<file path="config.mk">
export PLATFORM = sky130hd
export DESIGN_NAME = cdc_config
export DESIGN_NICKNAME = d
export VERILOG_FILES = /design/src/verilog/cdc_pkg.sv /design/src/verilog/cdc_config.sv
export SDC_FILE = /design/constraint.sdc
export NUM_CORES = 1
export LEC_CHECK = 0
export BUFFER_PORTS_ARGS = -buffer_cell sky130_fd_sc_hd__buf_2
export CAP_MARGIN = 20
export CORE_MARGIN = 10
export CORE_UTILIZATION = 35
export CTS_CLUSTER_DIAMETER = 80
export DETAILED_ROUTE_END_ITERATION = 6
export PLACE_DENSITY = 0.64
export SYNTH_ARGS = -nofsm -noshare
export SYNTH_HDL_FRONTEND = slang
export SYNTH_SLANG_ARGS = --single-unit
</file>
<file path="constraint.sdc">
create_clock -name ref_clk_in -period 3.1 [get_ports ref_clk_in]
set_clock_uncertainty 0.05 [all_clocks]
set_input_delay 0.31 -clock ref_clk_in [delete_from_list [all_inputs] [get_ports ref_clk_in]]
set_output_delay 0.31 -clock ref_clk_in [all_outputs]
set_load 0.02 [all_outputs]
</file>
<file path="src/verilog/cdc_pkg.sv">
// What this block does
// outside latch on: per-axis outside flags hold until outside source read
// outside latch on: outside event active only on false-to-true transition
// outside latch off: per-axis outside flags follow condition each evaluation
// inside latch on: per-axis inside flags hold until inside source read
// inside latch off: per-axis inside flags follow condition each evaluation
// inside latch on: inside event active only on false-to-true transition
// outside axis selects at config_a bits 5,4,3 gate x,y,z
// inside axis selects at config_a bits 2,1,0 gate x,y,z
// reset values depend on boot pin: zero when low, documented set when high
// detector_on low disables the detector and gates its clock
// detector_on resets to one only with boot pin high and motion option set
// setting detector_on initialises 12-bit references per update policy
// inside combine bit 2: zero selects AND, one selects OR
// update policy 11b uses zero references, absolute comparison
// no inside axis selected means inside event never asserts
// config changes take effect at the next output-data-rate evaluation; here shadows load at the next tick and are used from the evaluation after it
package cdc_pkg;
	localparam logic [7:0] CDC_CONFIG_A_ADDR = 8'h2f;
	localparam logic [7:0] CDC_CONFIG_B_ADDR = 8'h30;
	localparam logic [7:0] CDC_CONFIG_A_RST_LOW = 8'h00;
	localparam logic [7:0] CDC_CONFIG_A_RST_HIGH = 8'h38;
	localparam logic [7:0] CDC_CONFIG_B_RST_LOW = 8'h00;
	localparam logic [7:0] CDC_CONFIG_B_RST_HIGH = 8'hd8;
	localparam int CDC_OUT_LATCH_BIT = 7;
	localparam int CDC_IN_LATCH_BIT = 6;
	localparam int CDC_OUT_SEL_LSB = 3;
	localparam int CDC_IN_SEL_LSB = 0;
	localparam int CDC_ON_BIT = 7;
	localparam int CDC_POLICY_LSB = 5;
	localparam int CDC_COMBINE_BIT = 2;
	localparam logic [1:0] CDC_POLICY_ABSOLUTE = 2'h3;
	localparam int CDC_REF_W = 12;
	typedef struct packed {
		logic [7:0] config_a;
		logic [7:0] config_b;
		logic [2:0] out_sel;
		logic [2:0] in_sel;
		logic out_latch;
		logic in_latch;
		logic in_or;
		logic [2:0] out_flags;
		logic [2:0] in_flags;
		logic out_active;
		logic in_active;
		logic out_cond_prev;
		logic in_cond_prev;
		logic [CDC_REF_W-1:0] ref_x;
		logic [CDC_REF_W-1:0] ref_y;
		logic [CDC_REF_W-1:0] ref_z;
		logic [7:0] rdata;
	} cdc_state_type;
	typedef struct packed {
		logic [2:0] outside_hit;
		logic [2:0] inside_hit;
		logic [CDC_REF_W-1:0] x;
		logic [CDC_REF_W-1:0] y;
		logic [CDC_REF_W-1:0] z;
	} cdc_eval_type;
endpackage

</file>
<file path="src/verilog/cdc_config.sv">
`timescale 1ns/1ps
module cdc_config (
	input wire logic ref_clk_in,
	input wire logic rst_in,
	input wire logic boot_config_pin_in,
	input wire logic motion_detect_boot_option_in,
	input wire logic odr_tick_in,
	input wire cdc_pkg::cdc_eval_type eval_in,
	input wire logic wr_en_in,
	input wire logic rd_en_in,
	input wire logic [7:0] addr_in,
	input wire logic [7:0] wdata_in,
	input wire logic outside_source_read_in,
	input wire logic inside_source_read_in,
	output logic [7:0] rdata_out,
	output logic detector_clk_en_out,
	output logic outside_event_active_out,
	output logic inside_event_active_out,
	output logic [2:0] per_axis_outside_flags_out,
	output logic [2:0] per_axis_inside_flags_out,
	output logic [35:0] reference_out
);
	import cdc_pkg::*;
	cdc_state_type s_reg, s_next;
	logic out_cond, in_cond, on_rise, eval;
	logic [7:0] rst_a, rst_b;

	function automatic logic combine(input logic [2:0] hit, input logic [2:0] sel, input logic use_or);
		combine = (sel == 3'h0) ? 1'b0 : (use_or ? |(hit & sel) : &(hit | ~sel));
	endfunction

	always_comb begin
		rst_a = boot_config_pin_in ? CDC_CONFIG_A_RST_HIGH : CDC_CONFIG_A_RST_LOW;
		rst_b = CDC_CONFIG_B_RST_LOW;
		if (boot_config_pin_in) begin
			rst_b = CDC_CONFIG_B_RST_HIGH;
			rst_b[CDC_ON_BIT] = motion_detect_boot_option_in;
		end
		eval = odr_tick_in && s_reg.config_b[CDC_ON_BIT];
		out_cond = combine(eval_in.outside_hit, s_reg.out_sel, 1'b1);
		in_cond = combine(eval_in.inside_hit, s_reg.in_sel, s_reg.in_or);
		on_rise = wr_en_in && addr_in == CDC_CONFIG_B_ADDR && wdata_in[CDC_ON_BIT]
			&& !s_reg.config_b[CDC_ON_BIT];
		s_next = s_reg;
		s_next.rdata = 8'h00;
		if (rd_en_in) begin
			if (addr_in == CDC_CONFIG_A_ADDR)
				s_next.rdata = s_reg.config_a;
			else if (addr_in == CDC_CONFIG_B_ADDR)
				s_next.rdata = s_reg.config_b;
		end
		if (wr_en_in && addr_in == CDC_CONFIG_A_ADDR)
			s_next.config_a = wdata_in;
		if (wr_en_in && addr_in == CDC_CONFIG_B_ADDR)
			s_next.config_b = wdata_in;
		// shadows load at every output-data-rate tick, detector on or off, so one in flight sees stable settings
		if (odr_tick_in) begin
			s_next.out_sel = s_reg.config_a[CDC_OUT_SEL_LSB +: 3];
			s_next.in_sel = s_reg.config_a[CDC_IN_SEL_LSB +: 3];
			s_next.out_latch = s_reg.config_a[CDC_OUT_LATCH_BIT];
			s_next.in_latch = s_reg.config_a[CDC_IN_LATCH_BIT];
			s_next.in_or = s_reg.config_b[CDC_COMBINE_BIT];
		end
		if (outside_source_read_in)
			s_next.out_flags = 3'h0;
		if (inside_source_read_in)
			s_next.in_flags = 3'h0;
		if (eval) begin
			s_next.out_cond_prev = out_cond;
			s_next.in_cond_prev = in_cond;
			if (s_reg.out_latch) begin
				s_next.out_active = out_cond && !s_reg.out_cond_prev;
				if (out_cond && !s_reg.out_cond_prev)
					s_next.out_flags = s_next.out_flags | (eval_in.outside_hit & s_reg.out_sel);
			end else begin
				s_next.out_active = out_cond;
				s_next.out_flags = eval_in.outside_hit & s_reg.out_sel;
			end
			if (s_reg.in_latch) begin
				s_next.in_active = in_cond && !s_reg.in_cond_prev;
				if (in_cond && !s_reg.in_cond_prev)
					s_next.in_flags = s_next.in_flags | (eval_in.inside_hit & s_reg.in_sel);
			end else begin
				s_next.in_active = in_cond;
				s_next.in_flags = eval_in.inside_hit & s_reg.in_sel;
			end
		end
		// the policy written with the enable applies, so one write can arm absolute mode
		if (on_rise) begin
			if (wdata_in[CDC_POLICY_LSB +: 2] == CDC_POLICY_ABSOLUTE) begin
				s_next.ref_x = '0;
				s_next.ref_y = '0;
				s_next.ref_z = '0;
			end else begin
				s_next.ref_x = eval_in.x;
				s_next.ref_y = eval_in.y;
				s_next.ref_z = eval_in.z;
			end
		end
		if (wr_en_in && addr_in == CDC_CONFIG_B_ADDR && !wdata_in[CDC_ON_BIT]) begin
			s_next.out_active = 1'b0;
			s_next.in_active = 1'b0;
			s_next.out_cond_prev = 1'b0;
			s_next.in_cond_prev = 1'b0;
		end
	end

	// reset values track the strap, sampled with the clock, not under the reset
	always_ff @(posedge ref_clk_in) begin
		if (rst_in) begin
			s_reg <= '0;
			s_reg.config_a <= rst_a;
			s_reg.config_b <= rst_b;
			s_reg.out_sel <= rst_a[CDC_OUT_SEL_LSB +: 3];
		end else begin
			s_reg <= s_next;
		end
	end

	assign rdata_out = s_reg.rdata;
	assign detector_clk_en_out = s_reg.config_b[CDC_ON_BIT];
	assign outside_event_active_out = s_reg.out_active;
	assign inside_event_active_out = s_reg.in_active;
	assign per_axis_outside_flags_out = s_reg.out_flags;
	assign per_axis_inside_flags_out = s_reg.in_flags;
	assign reference_out = {s_reg.ref_x, s_reg.ref_y, s_reg.ref_z};

	out_hold_a: assert property (@(posedge ref_clk_in) disable iff (rst_in)
		s_reg.out_latch && !outside_source_read_in && !wr_en_in |=> (s_reg.out_flags & $past(s_reg.out_flags)) == $past(s_reg.out_flags))
		else $error("latched outside flag dropped without read");
	out_rise_a: assert property (@(posedge ref_clk_in) disable iff (rst_in)
		$rose(s_reg.out_active) && $past(s_reg.out_latch) |-> !$past(s_reg.out_cond_prev))
		else $error("outside event without false-to-true transition");
	out_live_a: assert property (@(posedge ref_clk_in) disable iff (rst_in)
		eval && !s_reg.out_latch && !outside_source_read_in |=> s_reg.out_flags == $past(eval_in.outside_hit & s_reg.out_sel))
		else $error("live outside flags wrong");
	in_hold_a: assert property (@(posedge ref_clk_in) disable iff (rst_in)
		s_reg.in_latch && !inside_source_read_in |=> (s_reg.in_flags & $past(s_reg.in_flags)) == $past(s_reg.in_flags))
		else $error("latched inside flag dropped without read");
	in_live_a: assert property (@(posedge ref_clk_in) disable iff (rst_in)
		eval && !s_reg.in_latch && !inside_source_read_in |=> s_reg.in_flags == $past(eval_in.inside_hit & s_reg.in_sel))
		else $error("live inside flags wrong");
	in_rise_a: assert property (@(posedge ref_clk_in) disable iff (rst_in)
		$rose(s_reg.in_active) && $past(s_reg.in_latch) |-> !$past(s_reg.in_cond_prev))
		else $error("inside event without false-to-true transition");
	in_none_a: assert property (@(posedge ref_clk_in) disable iff (rst_in)
		eval && s_reg.in_sel == 3'h0 && !wr_en_in |=> !s_reg.in_active)
		else $error("inside event with no axis selected");
	off_quiet_a: assert property (@(posedge ref_clk_in) disable iff (rst_in)
		!s_reg.config_b[CDC_ON_BIT] && !wr_en_in |=> $stable(s_reg.out_active) && $stable(s_reg.in_active))
		else $error("detector changed state while off");
	abs_ref_a: assert property (@(posedge ref_clk_in) disable iff (rst_in)
		on_rise && wdata_in[CDC_POLICY_LSB +: 2] == CDC_POLICY_ABSOLUTE |=> reference_out == 36'h0)
		else $error("absolute policy left nonzero reference");

	// axis gating and combine
	out_gate_a: assert property (@(posedge ref_clk_in) disable iff (rst_in)
		eval && !s_reg.out_latch |=> (per_axis_outside_flags_out & ~$past(s_reg.out_sel)) == 3'h0)
		else $error("unselected outside axis flagged");
	out_or_a: assert property (@(posedge ref_clk_in) disable iff (rst_in)
		eval && !s_reg.out_latch && (eval_in.outside_hit & s_reg.out_sel) != 3'h0 && !wr_en_in
			|=> outside_event_active_out)
		else $error("selected outside hit did not raise the event");
	out_none_a: assert property (@(posedge ref_clk_in) disable iff (rst_in)
		eval && s_reg.out_sel == 3'h0 && !s_reg.out_latch |=> !outside_event_active_out)
		else $error("outside event with no axis selected");
	in_gate_a: assert property (@(posedge ref_clk_in) disable iff (rst_in)
		eval && !s_reg.in_latch |=> (per_axis_inside_flags_out & ~$past(s_reg.in_sel)) == 3'h0)
		else $error("unselected inside axis flagged");
	in_and_a: assert property (@(posedge ref_clk_in) disable iff (rst_in)
		eval && !s_reg.in_or && !s_reg.in_latch && (eval_in.inside_hit & s_reg.in_sel) != s_reg.in_sel
			|=> !inside_event_active_out)
		else $error("inside and-combine fired on a partial hit");
	in_or_a: assert property (@(posedge ref_clk_in) disable iff (rst_in)
		eval && s_reg.in_or && !s_reg.in_latch && (eval_in.inside_hit & s_reg.in_sel) != 3'h0 && !wr_en_in
			|=> inside_event_active_out)
		else $error("inside or-combine missed a hit");
	in_none_flag_a: assert property (@(posedge ref_clk_in) disable iff (rst_in)
		eval && s_reg.in_sel == 3'h0 && !s_reg.in_latch |=> per_axis_inside_flags_out == 3'h0)
		else $error("inside flag with no axis selected");

	// a read clear that meets a new event in one cycle loses to the event
	out_clear_a: assert property (@(posedge ref_clk_in) disable iff (rst_in)
		outside_source_read_in && !eval |=> per_axis_outside_flags_out == 3'h0)
		else $error("outside source read left flags set");
	in_clear_a: assert property (@(posedge ref_clk_in) disable iff (rst_in)
		inside_source_read_in && !eval |=> per_axis_inside_flags_out == 3'h0)
		else $error("inside source read left flags set");
	out_set_wins_a: assert property (@(posedge ref_clk_in) disable iff (rst_in)
		eval && s_reg.out_latch && out_cond && !s_reg.out_cond_prev
			|=> (~per_axis_outside_flags_out & $past(eval_in.outside_hit & s_reg.out_sel)) == 3'h0)
		else $error("latched outside event not flagged");
	in_set_wins_a: assert property (@(posedge ref_clk_in) disable iff (rst_in)
		eval && s_reg.in_latch && in_cond && !s_reg.in_cond_prev
			|=> (~per_axis_inside_flags_out & $past(eval_in.inside_hit & s_reg.in_sel)) == 3'h0)
		else $error("latched inside event not flagged");

	// latched mode rearms only after the condition drops or the detector is switched off
	out_rearm_a: assert property (@(posedge ref_clk_in) disable iff (rst_in)
		eval && s_reg.out_latch && s_reg.out_cond_prev |=> !outside_event_active_out)
		else $error("outside event retriggered without a drop");
	in_rearm_a: assert property (@(posedge ref_clk_in) disable iff (rst_in)
		eval && s_reg.in_latch && s_reg.in_cond_prev |=> !inside_event_active_out)
		else $error("inside event retriggered without a drop");
	off_clear_a: assert property (@(posedge ref_clk_in) disable iff (rst_in)
		wr_en_in && addr_in == CDC_CONFIG_B_ADDR && !wdata_in[CDC_ON_BIT]
			|=> !outside_event_active_out && !inside_event_active_out && !detector_clk_en_out)
		else $error("switching off left the detector active");

	// references move only when the detector is switched on
	ref_capture_a: assert property (@(posedge ref_clk_in) disable iff (rst_in)
		on_rise && wdata_in[CDC_POLICY_LSB +: 2] != CDC_POLICY_ABSOLUTE
			|=> reference_out == $past({eval_in.x, eval_in.y, eval_in.z}))
		else $error("references not captured at enable");
	ref_hold_a: assert property (@(posedge ref_clk_in) disable iff (rst_in)
		!on_rise |=> $stable(reference_out))
		else $error("references moved without an enable");

	// reset values come from the strap at each clock edge with reset high
	reset_cfga_a: assert property (@(posedge ref_clk_in)
		rst_in |=> s_reg.config_a == ($past(boot_config_pin_in) ? CDC_CONFIG_A_RST_HIGH : CDC_CONFIG_A_RST_LOW))
		else $error("first config register reset value wrong");
	reset_cfgb_a: assert property (@(posedge ref_clk_in)
		rst_in |=> s_reg.config_b[CDC_ON_BIT-1:0] == ($past(boot_config_pin_in)
			? CDC_CONFIG_B_RST_HIGH[CDC_ON_BIT-1:0] : CDC_CONFIG_B_RST_LOW[CDC_ON_BIT-1:0]))
		else $error("second config register reset value wrong");
	reset_on_a: assert property (@(posedge ref_clk_in)
		rst_in |=> s_reg.config_b[CDC_ON_BIT] == ($past(boot_config_pin_in) && $past(motion_detect_boot_option_in)))
		else $error("detector enable reset value wrong");

	// shadowed settings move only on a tick
	shadow_load_a: assert property (@(posedge ref_clk_in) disable iff (rst_in)
		odr_tick_in |=> {s_reg.out_latch, s_reg.in_latch, s_reg.out_sel, s_reg.in_sel, s_reg.in_or}
			== {$past(s_reg.config_a), $past(s_reg.config_b[CDC_COMBINE_BIT])})
		else $error("settings not shadowed at the tick");
	shadow_hold_a: assert property (@(posedge ref_clk_in) disable iff (rst_in)
		!odr_tick_in |=> $stable({s_reg.out_latch, s_reg.in_latch, s_reg.out_sel, s_reg.in_sel, s_reg.in_or}))
		else $error("settings changed between ticks");
endmodule

</file>
==> After elaboration in Yosys (flattened, before gate mapping) <==
Cells that the tools add are included.
{ "word_totals": {"ff_bits": 79, "in_bits": 67, "out_inout_bits": 53, "wordCells": 73} }
{ "op_classes": {"n_eq_ne": 3, "n_mux": 24, "bitwise_logic": 7, "n_reduce_logical": 22} }
{ "ops": {"columns": ["cell", "n"], "rows": [
  ["79-bit 2-to-1 mux", 1],
  ["36-bit 2-to-1 mux", 2],
  ["8-bit 2-to-1 mux", 6],
  ["3-bit 2-to-1 mux", 6],
  ["8-bit by 6-bit equality test with 1-bit output (second input constant)", 2],
  ["10-bit 2-to-1 mux", 1],
  ["9-bit 2-to-1 mux", 1],
  ["3-bit bitwise OR", 3],
  ["1-bit logical AND", 8],
  ["3-bit bitwise AND", 2],
  ["3-bit zero test", 2],
  ["6-bit 2-to-1 mux", 1],
  ["2-bit nonzero test", 3],
  ["3-bit OR reduction", 2],
  ["1-bit 2-to-1 mux", 5],
  ["1-bit zero test", 4],
  ["4-bit 2-to-1 mux", 1],
  ["2-bit OR reduction", 2],
  ["3-bit NOT", 1],
  ["3-bit AND reduction", 1],
  ["2-bit equality test (second input constant)", 1],
  ["1-bit NOT", 1]
]} }

==> Longest topological paths before layout <==
{ "depth": {"ltp_word": 11, "ltp_mapped": 6, "ltp_nobuf": 4} }

==> Least setup slack after synthesis <==
Ideal clock, no wire load.
{ "synth_path": {"path_kind": "input -> register", "start": "input rst_in", "end": "register s_reg (netlist bit detector_clk_en_out), enable pin", "setup_ns": 0.326, "t_arrival_ns": 1.384, "required_time_ns": 2.724, "setup_slack_ns": 1.340, "path_stages": 4, "path_buffers": 3, "cell_sequence": "clkbuf_1 -> clkbuf_1 -> buf_1 -> a21o_1"} }
{ "synth_between": {"elab_chain_len": 1} }
{ "synth_rtl": {"columns": ["item", "line_no", "rtl"], "rows": [
  ["start: declaration", "cdc_config.sv:4", "input wire logic rst_in,"],
  ["2-bit nonzero test (no line)", null, null],
  ["end signal: assignment", "cdc_config.sv:116", "s_reg <= s_next;"],
  ["end: declaration", "cdc_config.sv:24", "cdc_state_type s_reg, s_next;"]
]} }
No other way between the ends.
A chain may end at the register's enable or synchronous reset.

==> Final worst setup path <==
{ "layout_path": {"start": "input addr_in[1]", "end": "register s_reg (netlist bit reference_out[9])"} }
{ "layout_between": {"elab_chain_len": 4} }
{ "layout_rtl": {"columns": ["item", "line_no", "rtl"], "rows": [
  ["start: declaration", "cdc_config.sv:11", "input wire logic [7:0] addr_in,"],
  ["8-bit by 6-bit equality test with 1-bit output", "cdc_config.sv:42", "on_rise = wr_en_in && addr_in == CDC_CONFIG_B_ADDR && wdata_in[CDC_ON_BIT]"],
  ["1-bit logical AND (2 in a row)", "cdc_config.sv:42", null],
  ["1-bit logical AND", "cdc_config.sv:43", "&& !s_reg.config_b[CDC_ON_BIT];"]
]} }
No other way between the ends.

==> reports/results.tsv <==
metric	value	unit
Syn Nets	434	
placer's final routability congestion estimate	0.712	
Detail Route Antenna Nets	0	
grt ovf	0	
Power Dens Cells	504	mW/mm²
YS warnings	0	
simple logic cell fraction of the synthesized area	18.5	%
worst reg2reg path depth	3	
Final setup viols	0	
num rows	37	
fin. max-slew vios	0	
top-count cell post-synth	dfxtp_1	
CTS buffer count	9	
Remaining DRCs	0	
Final min period	1.84	ns
maximum clock rate	544	MHz
sequential share of power	53.1	%
Worst Tran Pin Value	0.898	ns
unrepaired setup endpoints after global routing	no	
post-synthesis compound-gate area fraction	6.55	%
1st-iter DRT viols	139	
IO Pins	120	
Post-Syn Area per Cell	9.89	µm²
vias per cell	4.53	
clock network fraction of total power	39.3	%
Initial Utilization	35.5	%
Final Hold Vio Count	0	
share of layout cells above drive strength 1	32.7	%
Mapped Area	0.00363	mm²
worst vdd ir	0.283	mV
critical path arrival	2.06	ns
Root Driver	clkbuf_8	
mux share of post-synthesis cell area	11.6	%
Synth top area share	33.1	%
Synth Area in Adders	0	%
DP Cell Count	557	
fin crit share	59.3	%
synthesized instance count	367	
hold crit path type	in -> reg	
diodes inserted	0	
status	finished clean	
CTS H-tree depth	3	
core area	0.0102	mm²
Bufs on Longest Clock Path	2	
sw power	0.000517	W
total power	0.00209	W
CTS tree	done	
number of flip-flops in the largest register	36	
most frequent cells after synthesis	dfxtp_1 (60), nand2_1 (56), buf_4 (50), mux2i_1 (42), nand2b_1 (38)	
Synth Register Bits	79	
Post-CTS Setup Inserts	0	
number of synthesized flops with an enable pin	19	
top cells by area, synth	dfxtp_1 (33%), edfxtp_1 (16%), mux2i_1 (12%)	
sequential area share after synthesis	48.8	%
internal power	0.00157	W
ys flop type	dfxtp_1	
Nets	499	
Max-slew headroom	40.0	%
post_cts resized	0	
total track usage	10.7	%
main combinational cell family by area after synthesis	simple AND/OR/NAND/NOR gates	
max-capacitance violation count	0	
non-filler cells, final	573	
largest net degree at the start of global routing	50	
Post-synth ARST share	0	%
Critical Path RT	3.32	ns
Pleak	1.77	nW
Skew-Pair Late Insertion Delay	0.35	ns
CTS Hold Bufs	0	
setup TNS	0	ns
TritonRoute pass-1 iters	4	
sw frac	24.8	%
Clock transition at path regs	0.09	ns
Post-DP HPWL	6130	µm
Die Area	0.0148	mm²
synth unique cells	35	
vias in the first global route	2763	
Comb power frac	7.6	%
first-pass GRT wire length	12900	µm
Die Width	122	µm
Area Growth Syn to Fin	14.1	%
clk sinks	79	
DIE HEIGHT	122	µm
hold path depth	3	
Post-Synth XOR/XNOR Area	0	%
Via Count	2594	
per-cell routed wire length	14.3	µm
Worst setup SP type	input port	
Synth area leader	dfxtp_1	
detailed-route wire length	8190	µm
initial antenna violation count	1	
critical path peak fanout	36	
port bufs	119	
CP endpoint kind	flop	
critical path class	in -> reg	
-- final cells by class --
| cell class | instances | area (µm²) |
|---|---|---|
| fillers | 1019 | 6090 |
| flip-flops and latches | 79 | 1770 |
| clock inverters | 6 | 76.3 |
| well taps | 136 | 170 |
| multi-input cells | 213 | 1340 |
| clock buffers | 10 | 138 |
| inverters | 7 | 26.3 |
| repair buffers | 122 | 618 |
-- power groups by stage --
stage                     combinational [W]  clock (W)  sequential [W]
after floorplan                   0.0000913          0         0.00113
after global placement             0.000157          0         0.00113
after detailed placement           0.000161          0         0.00113
after CTS                          0.000161   0.000849         0.00111
after global routing               0.000178   0.000883         0.00111
final                              0.000159   0.000821         0.00111
-- final timing paths --
path                                                         startpoint                                      end  slack, ns
worst max-delay path                                         addr_in[1]            reference_out[9]$_SDFFE_PP0P_       1.26
worst min-delay path                                        eval_in[25]           reference_out[25]$_SDFFE_PP0P_       0.14
worst max register to register            detector_clk_en_out$_DFFE_PP_            reference_out[9]$_SDFFE_PP0P_       1.38
worst min register to register  per_axis_inside_flags_out[2]$_SDFF_PP0_  per_axis_inside_flags_out[2]$_SDFF_PP0_       0.40
-- worst max-delay path: stages --
cell,delay [ns]
buf_2,0.10
nor4_1,0.24
and3_1,0.19
buf_4,0.18
and4b_2,0.23
buf_4,0.52
mux2i_1,0.28
-- cells in the final DEF, fill, tap and decap left out, types with 4 or more instances in the layout --
cell      synthesis  routed
buf_2             1     119
o21ai_1           4       4
nand2_1          56      56
nand2b_1         38      38
inv_1             7       7
dfxtp_1          60      60
nor2b_1           9       9
clkbuf_8          0      10
mux2i_1          42      42
edfxtp_1         19      19
a22oi_1           9       9
nor2_1           21      21
-- logic make-up after synthesis --
group                  count (synthesis)
AO/OA/AOI/OAI                         34
buffers and inverters                 75
flip-flops                            79
multiplexers                          42
AND/OR/NAND/NOR                      137
-- per-layer routing --
layer  routed length, µm  track usage [%]  vias up
met4                 116             4.47        0
met3                 698             4.35        9
met1                3420             11.4     1199
met5                   0                0        -
met2                3960             18.5       85
li1                    -                -     1301
-- per-stage QoR --
stage / instance area (µm²) / utilization, % / worst slack (ns) / hold WS, ns
final: 4140 / 40.5 / 1.26 / 0.140
after global routing: 4140 / 40.5 / 1.12 / 0.128
after CTS: 4140 / 40.5 / 1.25 / 0.128
after detailed placement: 3930 / 38.4 / 0.912 / 0.392
after global placement: 3930 / 38.4 / 0.971 / 0.388
after floorplan: 3630 / - / 1.34 / 0.379
Note: power is estimated with default switching activity, not from simulation.
